<file path="src/include/xfer_params.svh">
`ifndef XFER_PARAMS_SVH
`define XFER_PARAMS_SVH

// ----------------------------------------
// Register map of the control port
// ----------------------------------------
`define REG_CTRL 8'h00
`define REG_STAT 8'h04
`define CTRL_START 0
`define STAT_BUSY 0
`define STAT_DONE 1
`define STAT_END 2

// ----------------------------------------
// Descriptor area and slot layout
// ----------------------------------------
`define DESC_LO 16'hf800
`define DESC_HI 16'hfbff
`define DESC_TOP 6'h3e
`define OFF_W0 4'h0
`define OFF_W1 4'h4
`define OFF_W2 4'h8

// ----------------------------------------
// Address steps and reset values
// ----------------------------------------
`define STEP_BYTE 24'h000001
`define STEP_WORD 24'h000002
`define STEP_INC 2'h2
`define STEP_DEC 2'h3
`define MODE_RST 8'h00
`define ADDR_RST 24'h000000
`define CNT_RST 16'h0000
`define SLOT_RST 6'h00

`endif

</file>
<file path="src/include/xfer_pkg.sv">
package xfer_pkg;

   // ----------------------------------------
   // Controller states
   // ----------------------------------------
   typedef enum logic [3:0]
   {
      st_idle = 4'h0,
      st_rd0 = 4'h1,
      st_rd1 = 4'h2,
      st_rd2 = 4'h3,
      st_ld = 4'h4,
      st_xrd = 4'h5,
      st_xwr = 4'h6,
      st_upd = 4'h7,
      st_wb0 = 4'h8,
      st_wb1 = 4'h9,
      st_wb2 = 4'ha
   } state_e;

   // ----------------------------------------
   // Transfer modes and mode word layout
   // ----------------------------------------
   typedef enum logic [1:0]
   {
      xm_normal = 2'h0,
      xm_repeat = 2'h1,
      xm_block = 2'h2,
      xm_rsvd = 2'h3
   } xmode_e;

   // Bit 7 down to bit 0 of the mode word
   typedef struct packed
   {
      logic [1:0] src_step;
      logic [1:0] dest_step;
      xmode_e mode;
      logic area_side_select;
      logic unit_size_bit;
   } mode_s;

   // ----------------------------------------
   // Bus request carriers
   // ----------------------------------------
   typedef struct packed
   {
      logic [15:0] addr;
      logic [31:0] wdata;
      logic rd;
      logic wr;
   } desc_req_s;

   typedef struct packed
   {
      logic [23:0] addr;
      logic [15:0] wdata;
      logic word;
      logic rd;
      logic wr;
   } data_req_s;

endpackage

</file>
<file path="src/transfer_descriptor_engine.sv">
// How it works
// - Mode word size bit picks byte transfers when clear, word when set.
// - Side-select clear makes destination the area, set makes source it.
// - Two-bit mode field selects normal, repeat or block transfer mode.
// - Destination increment adds one or two per transfer; fixed holds.
// - Destination decrement subtracts one or two per transfer.
// - Source increment adds one or two per transfer; fixed holds.
// - Source decrement subtracts one or two per transfer.
// - Writes go to the 24-bit destination pointer from the descriptor.
// - Reads come from the source pointer held in the descriptor.
// - Transfer count A sets how many data transfers are done in normal mode.
// - Block count B sets how many blocks run in block mode.
// - Descriptors live in on-chip RAM, reached over a 32-bit path.
// - Descriptors are fetched only from F800 to FBFF.
`include "xfer_params.svh"

module transfer_descriptor_engine (
   input wire logic mclk,
   input wire logic rst,
   input wire logic [7:0] reg_addr,
   input wire logic [31:0] reg_wdata,
   input wire logic reg_wr,
   input wire logic reg_rd,
   output logic [31:0] reg_rdata,
   input wire logic act_req,
   output xfer_pkg::desc_req_s desc_req,
   input wire logic [31:0] desc_rdata,
   output xfer_pkg::data_req_s data_req,
   input wire logic [15:0] data_rdata,
   input wire logic data_ack,
   output logic busy
);

   // ----------------------------------------
   // Address arithmetic
   // ----------------------------------------
   // One step of a pointer after a transfer
   function automatic logic [23:0] step_addr(input logic [23:0] a,
      input logic [1:0] m, input logic sz);
      logic [23:0] d;
      d = sz ? `STEP_WORD : `STEP_BYTE;
      return (m == `STEP_INC) ? a - (-d) :
         (m == `STEP_DEC) ? a - d : a;
   endfunction

   // Undo a whole area of steps; a size of zero means 256 units
   function automatic logic [23:0] unwind(input logic [23:0] a,
      input logic [1:0] m, input logic sz, input logic [7:0] cnt);
      logic [23:0] d;
      d = sz ? {14'h0000, cnt == 8'h00, cnt, 1'b0} :
         {15'h0000, cnt == 8'h00, cnt};
      return (m == `STEP_INC) ? a - d :
         (m == `STEP_DEC) ? a + d : a;
   endfunction

   // ----------------------------------------
   // State
   // ----------------------------------------
   xfer_pkg::state_e state_q, state_d;
   xfer_pkg::mode_s mode_q;
   logic [23:0] src_q, dst_q;
   logic [7:0] aux_q;
   logic [15:0] cnta_q, cntb_q, data_q;
   logic [5:0] slot_q, idx_q;
   logic done_q, end_q, fin_q;
   logic [31:0] rdata_q;

   // ----------------------------------------
   // Register port decode
   // ----------------------------------------
   // Start is ignored while a run is active; no queueing of requests
   wire logic ctrl_wr = reg_wr && (reg_addr == `REG_CTRL);
   wire logic stat_wr = reg_wr && (reg_addr == `REG_STAT);
   wire logic sw_start = ctrl_wr && reg_wdata[`CTRL_START];
   wire logic idle = (state_q == xfer_pkg::st_idle);
   wire logic start = idle && (sw_start || act_req);
   wire logic [5:0] start_idx = ctrl_wr ? reg_wdata[13:8] : slot_q;
   wire logic [31:0] stat_w = {29'h00000000, end_q, done_q, busy};
   wire logic [31:0] ctrl_w = {18'h00000, slot_q, 8'h00};
   wire logic [31:0] rd_mux = (reg_addr == `REG_CTRL) ? ctrl_w :
      (reg_addr == `REG_STAT) ? stat_w : 32'h00000000;

   // ----------------------------------------
   // Mode decode and next field values
   // ----------------------------------------
   wire logic is_block = (mode_q.mode == xfer_pkg::xm_block);
   wire logic is_rep = (mode_q.mode == xfer_pkg::xm_repeat);
   wire logic is_norm = !(is_block || is_rep);
   wire logic area_src = !is_norm && mode_q.area_side_select;
   wire logic area_dst = !is_norm && !mode_q.area_side_select;
   wire logic [7:0] lo_dec = cnta_q[7:0] - 8'h01;
   wire logic wrap = !is_norm && (lo_dec == 8'h00);
   wire logic [15:0] cntb_dec = cntb_q - 16'h0001;
   wire logic more = is_block && !wrap;
   wire logic [23:0] src_st = step_addr(src_q, mode_q.src_step,
      mode_q.unit_size_bit);
   wire logic [23:0] dst_st = step_addr(dst_q, mode_q.dest_step,
      mode_q.unit_size_bit);
   wire logic [23:0] src_nx = (wrap && area_src) ? unwind(src_st,
      mode_q.src_step, mode_q.unit_size_bit, cnta_q[15:8]) : src_st;
   wire logic [23:0] dst_nx = (wrap && area_dst) ? unwind(dst_st,
      mode_q.dest_step, mode_q.unit_size_bit, cnta_q[15:8]) : dst_st;
   // Normal mode counts all 16 bits; the others reload the low byte
   wire logic [15:0] cnta_nx = is_norm ? cnta_q - 16'h0001 :
      {cnta_q[15:8], wrap ? cnta_q[15:8] : lo_dec};
   wire logic seq_end = is_norm ? (cnta_q == 16'h0001) :
      (is_block && wrap && (cntb_dec == 16'h0000));

   // ----------------------------------------
   // Descriptor port
   // ----------------------------------------
   // Slots are 16 bytes apart so the area holds 64 descriptors
   wire logic [3:0] off = (state_q == xfer_pkg::st_rd1 ||
      state_q == xfer_pkg::st_wb1) ? `OFF_W1 :
      (state_q == xfer_pkg::st_rd2 || state_q == xfer_pkg::st_wb2) ?
      `OFF_W2 : `OFF_W0;
   wire logic d_rd = (state_q == xfer_pkg::st_rd0) ||
      (state_q == xfer_pkg::st_rd1) || (state_q == xfer_pkg::st_rd2);
   wire logic d_wr = (state_q == xfer_pkg::st_wb0) ||
      (state_q == xfer_pkg::st_wb1) || (state_q == xfer_pkg::st_wb2);
   wire logic [31:0] d_wdata = (state_q == xfer_pkg::st_wb0) ?
      {mode_q, src_q} : (state_q == xfer_pkg::st_wb1) ?
      {aux_q, dst_q} : {cnta_q, cntb_q};
   assign desc_req = '{addr: {`DESC_TOP, idx_q, off},
      wdata: d_wdata, rd: d_rd, wr: d_wr};

   // ----------------------------------------
   // Data bus port
   // ----------------------------------------
   assign data_req = '{
      addr: (state_q == xfer_pkg::st_xrd) ? src_q : dst_q,
      wdata: data_q,
      word: mode_q.unit_size_bit,
      rd: state_q == xfer_pkg::st_xrd,
      wr: state_q == xfer_pkg::st_xwr};
   assign busy = !idle;
   assign reg_rdata = rdata_q;

   // ----------------------------------------
   // Sequencer
   // ----------------------------------------
   // Each activation: fetch, transfer (a block in block mode), write back
   always_comb
   begin
      state_d = state_q;
      unique case (state_q)
         xfer_pkg::st_idle: state_d = start ? xfer_pkg::st_rd0 : state_q;
         xfer_pkg::st_rd0: state_d = xfer_pkg::st_rd1;
         xfer_pkg::st_rd1: state_d = xfer_pkg::st_rd2;
         xfer_pkg::st_rd2: state_d = xfer_pkg::st_ld;
         xfer_pkg::st_ld: state_d = xfer_pkg::st_xrd;
         xfer_pkg::st_xrd: state_d = data_ack ? xfer_pkg::st_xwr : state_q;
         xfer_pkg::st_xwr: state_d = data_ack ? xfer_pkg::st_upd : state_q;
         xfer_pkg::st_upd: state_d = more ? xfer_pkg::st_xrd :
            xfer_pkg::st_wb0;
         xfer_pkg::st_wb0: state_d = xfer_pkg::st_wb1;
         xfer_pkg::st_wb1: state_d = xfer_pkg::st_wb2;
         xfer_pkg::st_wb2: state_d = xfer_pkg::st_idle;
         default: state_d = xfer_pkg::st_idle;
      endcase
   end

   always_ff @(posedge mclk)
   begin
      if (rst)
         state_q <= xfer_pkg::st_idle;
      else
         state_q <= state_d;
   end

   // ----------------------------------------
   // Descriptor fields
   // ----------------------------------------
   // Fields are loaded over the 32-bit path; reset values are only for
   // clean outputs, software must fill every field of a slot before its start
   always_ff @(posedge mclk)
   begin
      if (rst)
      begin
         mode_q <= xfer_pkg::mode_s'(`MODE_RST);
         src_q <= `ADDR_RST;
         dst_q <= `ADDR_RST;
         aux_q <= 8'h00;
         cnta_q <= `CNT_RST;
         cntb_q <= `CNT_RST;
      end
      else if (state_q == xfer_pkg::st_rd1)
      begin
         mode_q <= xfer_pkg::mode_s'(desc_rdata[31:24]);
         src_q <= desc_rdata[23:0];
      end
      else if (state_q == xfer_pkg::st_rd2)
      begin
         aux_q <= desc_rdata[31:24];
         dst_q <= desc_rdata[23:0];
      end
      else if (state_q == xfer_pkg::st_ld)
      begin
         cnta_q <= desc_rdata[31:16];
         cntb_q <= desc_rdata[15:0];
      end
      else if (state_q == xfer_pkg::st_upd)
      begin
         src_q <= src_nx;
         dst_q <= dst_nx;
         cnta_q <= cnta_nx;
         cntb_q <= (is_block && wrap) ? cntb_dec : cntb_q;
      end
   end

   // Read data latch; bytes sit in the low lane
   always_ff @(posedge mclk)
   begin
      if (rst)
         data_q <= 16'h0000;
      else if (data_req.rd && data_ack)
         data_q <= mode_q.unit_size_bit ? data_rdata :
            {8'h00, data_rdata[7:0]};
   end

   // ----------------------------------------
   // Control and status registers
   // ----------------------------------------
   // A set in the same cycle as a write-one clear wins over it
   always_ff @(posedge mclk)
   begin
      if (rst)
      begin
         slot_q <= `SLOT_RST;
         idx_q <= `SLOT_RST;
         done_q <= 1'b0;
         end_q <= 1'b0;
         fin_q <= 1'b0;
         rdata_q <= 32'h00000000;
      end
      else
      begin
         slot_q <= ctrl_wr ? reg_wdata[13:8] : slot_q;
         idx_q <= start ? start_idx : idx_q;
         fin_q <= start ? 1'b0 :
            (state_q == xfer_pkg::st_upd) ? seq_end : fin_q;
         done_q <= (state_q == xfer_pkg::st_wb2) ||
            (done_q && !(stat_wr && reg_wdata[`STAT_DONE]));
         end_q <= (state_q == xfer_pkg::st_wb2 && fin_q) ||
            (end_q && !(stat_wr && reg_wdata[`STAT_END]));
         rdata_q <= reg_rd ? rd_mux : 32'h00000000;
      end
   end

   // ----------------------------------------
   // Assertions
   // ----------------------------------------
   wire logic upd = (state_q == xfer_pkg::st_upd);
   wire logic [23:0] unit = mode_q.unit_size_bit ? `STEP_WORD : `STEP_BYTE;
endmodule

</file>
<file path="config.mk">
export PLATFORM = sky130hd
export DESIGN_NAME = transfer_descriptor_engine
export DESIGN_NICKNAME = d
export VERILOG_FILES = /design/src/include/xfer_pkg.sv /design/src/transfer_descriptor_engine.sv
export VERILOG_INCLUDE_DIRS = /design/src /design/src/include
export SDC_FILE = /design/constraint.sdc
export NUM_CORES = 1
export LEC_CHECK = 0
export BUFFER_PORTS_ARGS = -buffer_cell sky130_fd_sc_hd__buf_4
export CORE_ASPECT_RATIO = 0.5
export CORE_MARGIN = 4
export CORE_UTILIZATION = 40
export DETAILED_ROUTE_END_ITERATION = 12
export SYNTH_ARGS = -nofsm -noshare
export SYNTH_HDL_FRONTEND = slang
export SYNTH_SLANG_ARGS = --single-unit
</file>
<file path="constraint.sdc">
create_clock -name mclk -period 6.9 [get_ports mclk]
set_clock_uncertainty 0.15 [all_clocks]
set_input_delay 2.07 -clock mclk [delete_from_list [all_inputs] [get_ports mclk]]
set_output_delay 2.07 -clock mclk [all_outputs]
set_load 0.005 [all_outputs]
</file>
======== Word level (Yosys, flattened, before mapping) ========
Cells that the tools add are included.
word-level totals
  register bits ........................... 163
  output and inout port bits .............. 126
cells by class
  $add $sub $neg .......................... 12
  eq/ne operators ......................... 25
  multiplexer cells ....................... 41
  bitwise operators ....................... 4
  reductions and logical operators ........ 53
operators by type and width
  cell                                                                    number
  24-bit two-way mux                                                      18
  16-bit two-way mux                                                      7
  24-bit subtractor                                                       4
  32-bit two-way mux                                                      2
  4-bit case mux with 10 select lines                                     1
  16-bit by 1-bit subtractor with 16-bit output, second input constant    2
  24-bit by 10-bit adder with 24-bit output                               1
  24-bit adder                                                            1
  8-bit logical NOT                                                       3
  4-bit two-way mux                                                       6
  2-bit negator with 24-bit output                                        1
  24-bit by 10-bit subtractor with 24-bit output                          1
  24-bit by 2-bit subtractor with 24-bit output                           1
  1-bit logical AND                                                       18
  16-bit by 1-bit equality test with 1-bit output, second input constant  1
  4-bit by 3-bit equality test with 1-bit output, second input constant   4
  16-bit logical NOT                                                      1
  14-bit two-way mux                                                      1
  4-bit equality test, second input constant                              3
  3-bit AND reduction                                                     4
  2-bit equality test, second input constant                              5
  1-bit logical OR                                                        10
  10-bit two-way mux                                                      1
  4-bit by 2-bit equality test with 1-bit output, second input constant   2
  20 further kinds                                                        37

======== Longest topological paths before layout ========
  depth in word-level cells ............... 12
  mapped depth ............................ 21
  mapped depth without buffers ............ 19

======== Least setup slack after synthesis ========
Ideal clock, no wire load.
  kind .................................... reg2reg
  from .................................... register mode_q (netlist bit data_req[2])
  to ...................................... register dst_q[22]
  library setup time ...................... 0.134 ns
  arrival ................................. 5.081 ns
  required time ........................... 6.616 ns
  path slack .............................. 1.535 ns
  stages on the path, launching flop included .. 22
  path buffers ............................ 3
  period minus slack after synthesis ...... 5.365 ns
  cells stage by stage .................... dfxtp_1 -> clkbuf_1 -> clkbuf_1 -> inv_1 -> ha_1 -> or4bb_1 -> or2_2 -> nor3_1 -> a31oi_1 -> xnor2_1 -> ha_1 -> clkbuf_1 -> nor3b_1 -> nor3_1 -> o41ai_1 -> a21o_1 -> a2111oi_0 -> a21oi_1 -> or2_2 -> nor3_1 -> mux2i_1 -> o211ai_1
between the ends
  cells in the longest elaborated chain, start to end .. 11
  elaborated cells between the ends (all ways) .. 15
RTL lines
  item                                                                                                      RTL line                                                            RTL
  start, declared                                                                                           transfer_descriptor_engine.sv:60                                    xfer_pkg::mode_s mode_q;
  start signal, assigned                                                                                    transfer_descriptor_engine.sv:180                                   mode_q <= xfer_pkg::mode_s'(`MODE_RST);
  start signal, assigned                                                                                    transfer_descriptor_engine.sv:189                                   mode_q <= xfer_pkg::mode_s'(desc_rdata[31:24]);
  2-bit two-way mux (no line)                                                                               --
  2-bit negator with 24-bit output / 24-bit by 2-bit subtractor with 24-bit output (equally long branches)  transfer_descriptor_engine.sv:42, transfer_descriptor_engine.sv:43
  24-bit subtractor / 24-bit two-way mux (equally long branches)                                            transfer_descriptor_engine.sv:42, transfer_descriptor_engine.sv:43
  24-bit two-way mux                                                                                        transfer_descriptor_engine.sv:42                                    return (m == `STEP_INC) ? a - (-d) :
  24-bit by 10-bit adder with 24-bit output                                                                 transfer_descriptor_engine.sv:53                                    (m == `STEP_DEC) ? a + d : a;
  24-bit two-way mux                                                                                        transfer_descriptor_engine.sv:53
  24-bit two-way mux                                                                                        transfer_descriptor_engine.sv:52                                    return (m == `STEP_INC) ? a - d :
  24-bit two-way mux *                                                                                      transfer_descriptor_engine.sv:101                                   wire logic [23:0] dst_nx = (wrap && area_dst) ? unwind(dst_st,
  24-bit two-way mux *                                                                                      transfer_descriptor_engine.sv:202                                   else if (state_q == xfer_pkg::st_upd)
  24-bit two-way mux *                                                                                      transfer_descriptor_engine.sv:197                                   else if (state_q == xfer_pkg::st_ld)
  24-bit two-way mux *                                                                                      transfer_descriptor_engine.sv:192                                   else if (state_q == xfer_pkg::st_rd2)
  end signal, assigned                                                                                      transfer_descriptor_engine.sv:182                                   dst_q <= `ADDR_RST;
  end signal, assigned                                                                                      transfer_descriptor_engine.sv:195                                   dst_q <= desc_rdata[23:0];
  end signal, assigned                                                                                      transfer_descriptor_engine.sv:205                                   dst_q <= dst_nx;
  end, declared                                                                                             transfer_descriptor_engine.sv:61                                    logic [23:0] src_q, dst_q;
Every way passes the cells marked *; elsewhere a longest branch is shown, timed or not. The select of a mux whose other input is x is not followed.
A chain may end at the register's enable or synchronous reset.

======== Worst setup path after layout ========
  from .................................... register mode_q[5] in the netlist's numbering
  to ...................................... register dst_q[16]
between the ends
  cells in the longest elaborated chain, start to end .. 10
  elaborated cells between the ends (all ways) .. 12
RTL lines
  item                                       RTL line                           RTL
  2-bit equality test (no line)              --
  24-bit two-way mux                         transfer_descriptor_engine.sv:43   (m == `STEP_DEC) ? a - d : a;
  24-bit two-way mux                         transfer_descriptor_engine.sv:42
  24-bit by 10-bit adder with 24-bit output  transfer_descriptor_engine.sv:53
  24-bit two-way mux                         transfer_descriptor_engine.sv:53
  24-bit two-way mux                         transfer_descriptor_engine.sv:52
  24-bit two-way mux *                       transfer_descriptor_engine.sv:101
  24-bit two-way mux *                       transfer_descriptor_engine.sv:202
  24-bit two-way mux *                       transfer_descriptor_engine.sv:197
  24-bit two-way mux *                       transfer_descriptor_engine.sv:192
Marks and branches as above.

==> metrics.md <==
| Metric | Value |
|---|---|
| First DRT Iteration DRCs | `1,758` |
| Slew at the pin with the worst max-slew slack | `between 1 and 1.5 ns` |
| Post-synth top area share | `21.5%` |
| Endpoint class of the critical path | `flip-flop` |
| Number of buffers inserted during clock tree synthesis | `17` |
| Synthesized area per cell | `a little over 7 um^2` |
| Launching point of the worst reg2reg path | `mode_q[5]` |
| CTS clk-pin slew, worst paths | `approximately 0.070 ns` |
| First-pass GRT wire length | `76,100 um` |
| Worst Hold End | `reg_rdata[1]` |
| Setup TNS Final | `0 ns` |
| Most common library cell in the layout ignoring fill and taps | `sky130_fd_sc_hd__nand2_1` |
| Final HPWL from detailed placement | `38,100 um` |
| Fraction of the yosys area taken by sequential cells | `roughly 22%` |
| Power Density | `between 150 and 200 nW/um^2` |
| IO buf count | `165` |
| Synth Area in Compound Gates | `23.5%` |
| Global router's overall resource usage | `27.3%` |
| Maximum buffer depth of the clock tree | `2` |
| Hold depth | `2` |
| Basic-gate share of the synthesized area counting and, or, nand and nor cells | `between 20% and 30%` |
| Max H-tree Level | `4` |
| Post-placement worst setup slack | `1.35 ns` |
| Routed wire length per instance | `22.0 um` |
| Flip-flop cell with the highest count after synthesis | `sky130_fd_sc_hd__dfxtp_1` |
| Syn Inst Count | `approximately 1,800` |
| WP data required | `between 7 and 8 ns` |
| Number of synthesized flops with an enable pin | `0` |
| Die Y | `136 um` |
| Capturing point of the worst reg2reg path | `dst_q[16]` |
| Number of global-route vias before repair | `around 13,000` |
| Via density per instance | `5.95` |
| Number of nets with antenna violations after detailed routing | `0` |
| Flops & latches, synth | `140` |
| Number of antenna cells inserted | `0` |
| Result of the run | `finished, final reports clean` |
| Least setup slack across all paths after layout | `1.13 ns` |
| Clock tree root driver cell | `sky130_fd_sc_hd__clkbuf_16` |
| Commonest cells after routing, fill and taps aside | `sky130_fd_sc_hd__nand2_1, sky130_fd_sc_hd__buf_4, sky130_fd_sc_hd__nor2_1` |
| Switching share of total power | `34.5%` |
| Warnings, synthesis | `0` |
| Worst IR drop on VDD | `~170 uV` |
| Internal power | `0.00161 W` |
| Number of standard-cell rows in the floorplan | `46` |
| Biggest area consumer among synthesized cells | `sky130_fd_sc_hd__dfxtp_1` |
| DRC violation count after routing | `0` |
| Antenna violations before repair | `1` |
| Mux contribution to synthesized area | `5.75%` |
| Fraction of layout cells with a size suffix above 1 | `16.0%` |
| Final Wtd Congestion | `about 1` |
| Worst max-slew margin expressed relative to the limit | `28.0%` |
| Worst skew pair latency | `roughly 0.45 ns` |
| Worst Min Path Start | `done_q` |
| Signed area change from the synthesized netlist to the final layout | `13.6%` |
| Starting density of the core | `40.8%` |
| Top post-synthesis cells by area | `sky130_fd_sc_hd__dfxtp_1, sky130_fd_sc_hd__a21oi_1, sky130_fd_sc_hd__nand2_1, sky130_fd_sc_hd__ha_1, sky130_fd_sc_hd__nor2_1` |
| Crit Path Max Fanout | `19` |
| Post-CTS Setup Bufs | `0` |
| Area of the mapped netlist | `13,000 um^2` |
| First-pass DRT Iterations | `6` |
| Synthesized-area fraction occupied by adder cells | `5.92%` |
| Maximum number of pins on one net before global-route repair | `77` |
| Core outline area | `31,900 um^2` |
| Wire length after detailed routing | `50,600 um` |
| Type of the worst min-delay path | `reg2reg` |
| Unique cell type count in the Yosys netlist | `just over 100` |
| Maxcap violations | `0` |
| Number of pins with negative max-slew slack in the final report | `0` |
| Cells resized by post-CTS repair | `0` |
| Residual overflow from global routing | `0` |
| Sequential Power Share | `36.7%` |
| Fin. Hold Viols | `0` |
| Switch Pwr | `0.000849 W` |
| TritonCTS clock tree | `yes` |
| Fill cells | `3,350` |
| Dominant combinational cell family by area after synthesis | `simple AND/OR/NAND/NOR gates` |
| Part of the total power dissipated in the clock network | `39.7%` |
| Number of clock sinks seen by CTS | `140` |
| Leakage component of the power | `5.58 nW` |
| Logic depth of the worst register-to-register path | `16` |
| Setup repair after global routing missed its margin | `false` |
| Kind of launch point of the worst setup path | `flip-flop` |
| Setup slack of the most critical reg-to-reg path | `1.13 ns` |
| Critical path start-end classification | `reg2reg` |
| Max frequency | `173 MHz` |
| Period utilization | `83.6%` |
| Number of vias in the routed layout | `13,700` |
| Proportion of register bits with asynchronous set or reset after synthesis | `0%` |
| Total I/O pin count | `220` |
| Final count of negative-setup-slack endpoints | `0` |
| Combinational Power Share | `23.5%` |
| Synth Area in XOR/XNOR | `around 6.5%` |
| Net total in the final layout | `2,007` |
| DIE AREA | `about 36,000 um^2` |
| Number of hold buffers added after cts | `0` |
| Die Span X | `263 um` |
| Final Critical Period | `5.77 ns` |
| Arrival time at the worst endpoint | `5.95 ns` |
[through the flow]
| step | util [%] | std cells | power (W) | hold WS, ns | area [um^2] |
|---|---|---|---|---|---|
| after CTS | 46.4 | 2300 | 0.00246 | 0.285 | 14800 |
| after global placement | 44.5 | 2268 | 0.00148 | 0.266 | 14200 |
| after global routing | 46.4 | 2300 | 0.00256 | 0.320 | 14800 |
| final | 46.4 | 2300 | 0.00246 | 0.281 | 14800 |
| after floorplan | - | 1823 | 0.00131 | 0.255 | 13100 |
| after detailed placement | 44.5 | 2268 | 0.00148 | 0.271 | 14200 |
[per-layer routing]
layer,global-route usage (%),part of all wire (%)
met1,37.4,44
met5,0,0.020
met2,42.2,43
met3,7.42,10
met4,8.39,2.5
[power groups by stage]
stage                     Combinational [W]  Sequential (W)  Clock [W]
after floorplan                    0.000437        0.000869          0
after global placement             0.000564        0.000918          0
after detailed placement           0.000564        0.000918          0
after CTS                          0.000568        0.000900   0.000988
after global routing               0.000633        0.000907    0.00102
final                              0.000579        0.000904   0.000978
[critical path, cell delays in order, from the launching register on]
cell	delay (ns)
sky130_fd_sc_hd__dfxtp_1	0.86
sky130_fd_sc_hd__or4bb_1	0.55
sky130_fd_sc_hd__or2_2	0.34
sky130_fd_sc_hd__nor3_1	0.15
sky130_fd_sc_hd__a31oi_1	0.08
sky130_fd_sc_hd__xnor2_1	0.23
sky130_fd_sc_hd__ha_1	0.48
sky130_fd_sc_hd__nor3b_1	0.09
sky130_fd_sc_hd__nor3_1	0.28
sky130_fd_sc_hd__o41ai_1	0.16
sky130_fd_sc_hd__a21o_1	0.23
sky130_fd_sc_hd__a2111oi_0	0.66
sky130_fd_sc_hd__a21oi_1	0.19
sky130_fd_sc_hd__a211oi_1	0.60
sky130_fd_sc_hd__o21ai_0	0.25
sky130_fd_sc_hd__xnor2_1	0.26
sky130_fd_sc_hd__o21ai_0	0.10
[synth_stat cells, types with 7 or more instances]
master,n
sky130_fd_sc_hd__a211oi_1,21
sky130_fd_sc_hd__a21o_1,11
sky130_fd_sc_hd__a21oi_1,157
sky130_fd_sc_hd__a222oi_1,7
sky130_fd_sc_hd__a22oi_1,10
sky130_fd_sc_hd__a311oi_1,7
sky130_fd_sc_hd__a31oi_1,12
sky130_fd_sc_hd__a32oi_1,9
sky130_fd_sc_hd__and2_1,18
sky130_fd_sc_hd__and3_1,18
sky130_fd_sc_hd__and4_1,8
sky130_fd_sc_hd__buf_4,35
sky130_fd_sc_hd__clkbuf_1,115
sky130_fd_sc_hd__clkbuf_8,7
sky130_fd_sc_hd__dfxtp_1,140
sky130_fd_sc_hd__ha_1,52
sky130_fd_sc_hd__inv_1,59
sky130_fd_sc_hd__mux2_2,31
sky130_fd_sc_hd__mux2i_1,40
sky130_fd_sc_hd__nand2_1,202
sky130_fd_sc_hd__nand2b_1,17
sky130_fd_sc_hd__nand3_1,47
sky130_fd_sc_hd__nand3b_1,7
sky130_fd_sc_hd__nand4_1,27
sky130_fd_sc_hd__nor2_1,170
sky130_fd_sc_hd__nor2b_1,19
sky130_fd_sc_hd__nor3_1,68
sky130_fd_sc_hd__nor3b_1,8
sky130_fd_sc_hd__nor4_1,30
sky130_fd_sc_hd__o211ai_1,21
sky130_fd_sc_hd__o21ai_0,109
sky130_fd_sc_hd__o221ai_1,16
sky130_fd_sc_hd__o22a_1,9
sky130_fd_sc_hd__o22ai_1,11
sky130_fd_sc_hd__o31ai_1,8
sky130_fd_sc_hd__or3_1,22
sky130_fd_sc_hd__or4_1,15
sky130_fd_sc_hd__xnor2_1,65
sky130_fd_sc_hd__xor2_1,25
[cells by family after synthesis]
group / Yosys count
fa+ha+maj: 58
xor+xnor: 93
simple gates: 724
other cells: 2
compound gates: 476
flops: 140
buf+inv: 230
mux: 71
[how the worst max path moves through the flow]
stage / start / to / slack, ns / cells after the start
floorplan: data_req[2] / dst_q[22] / 1.54 / 21
global placement: mode_q[5] / dst_q[16] / 1.35 / 16
detailed placement: mode_q[5] / dst_q[16] / 1.35 / 16
CTS: mode_q[5] / dst_q[16] / 1.34 / 16
global route: mode_q[5] / dst_q[16] / 0.78 / 16
finish: mode_q[5] / dst_q[16] / 1.13 / 16
[area by class of cell]
| cell class | count | area [um^2] | share of cell area, % |
|---|---|---|---|
| inverter | 59 | 221 | 1.50 |
| timing repair buffer | 184 | 1380 | 9.33 |
| sequential | 140 | 2800 | 18.9 |
| tap | 432 | 541 | 3.65 |
| clock buffer | 17 | 425 | 2.87 |
| clock inverter | 15 | 180 | 1.22 |
| multi-input combinational | 1453 | 9250 | 62.5 |
[state kept, by name, summed over array words and instances (netlist names)]
signal and flops:
data_q 16, dst_q 24, cntb_q 16, cnta_q 16, idx_q 6, src_q 24
slot_q 6, done_q 1, aux_q 8, data_req 1, state_q 4, fin_q 1
reg_rdata 9, end_q 1, mode_q 7
(Power assumes the default switching activity.)
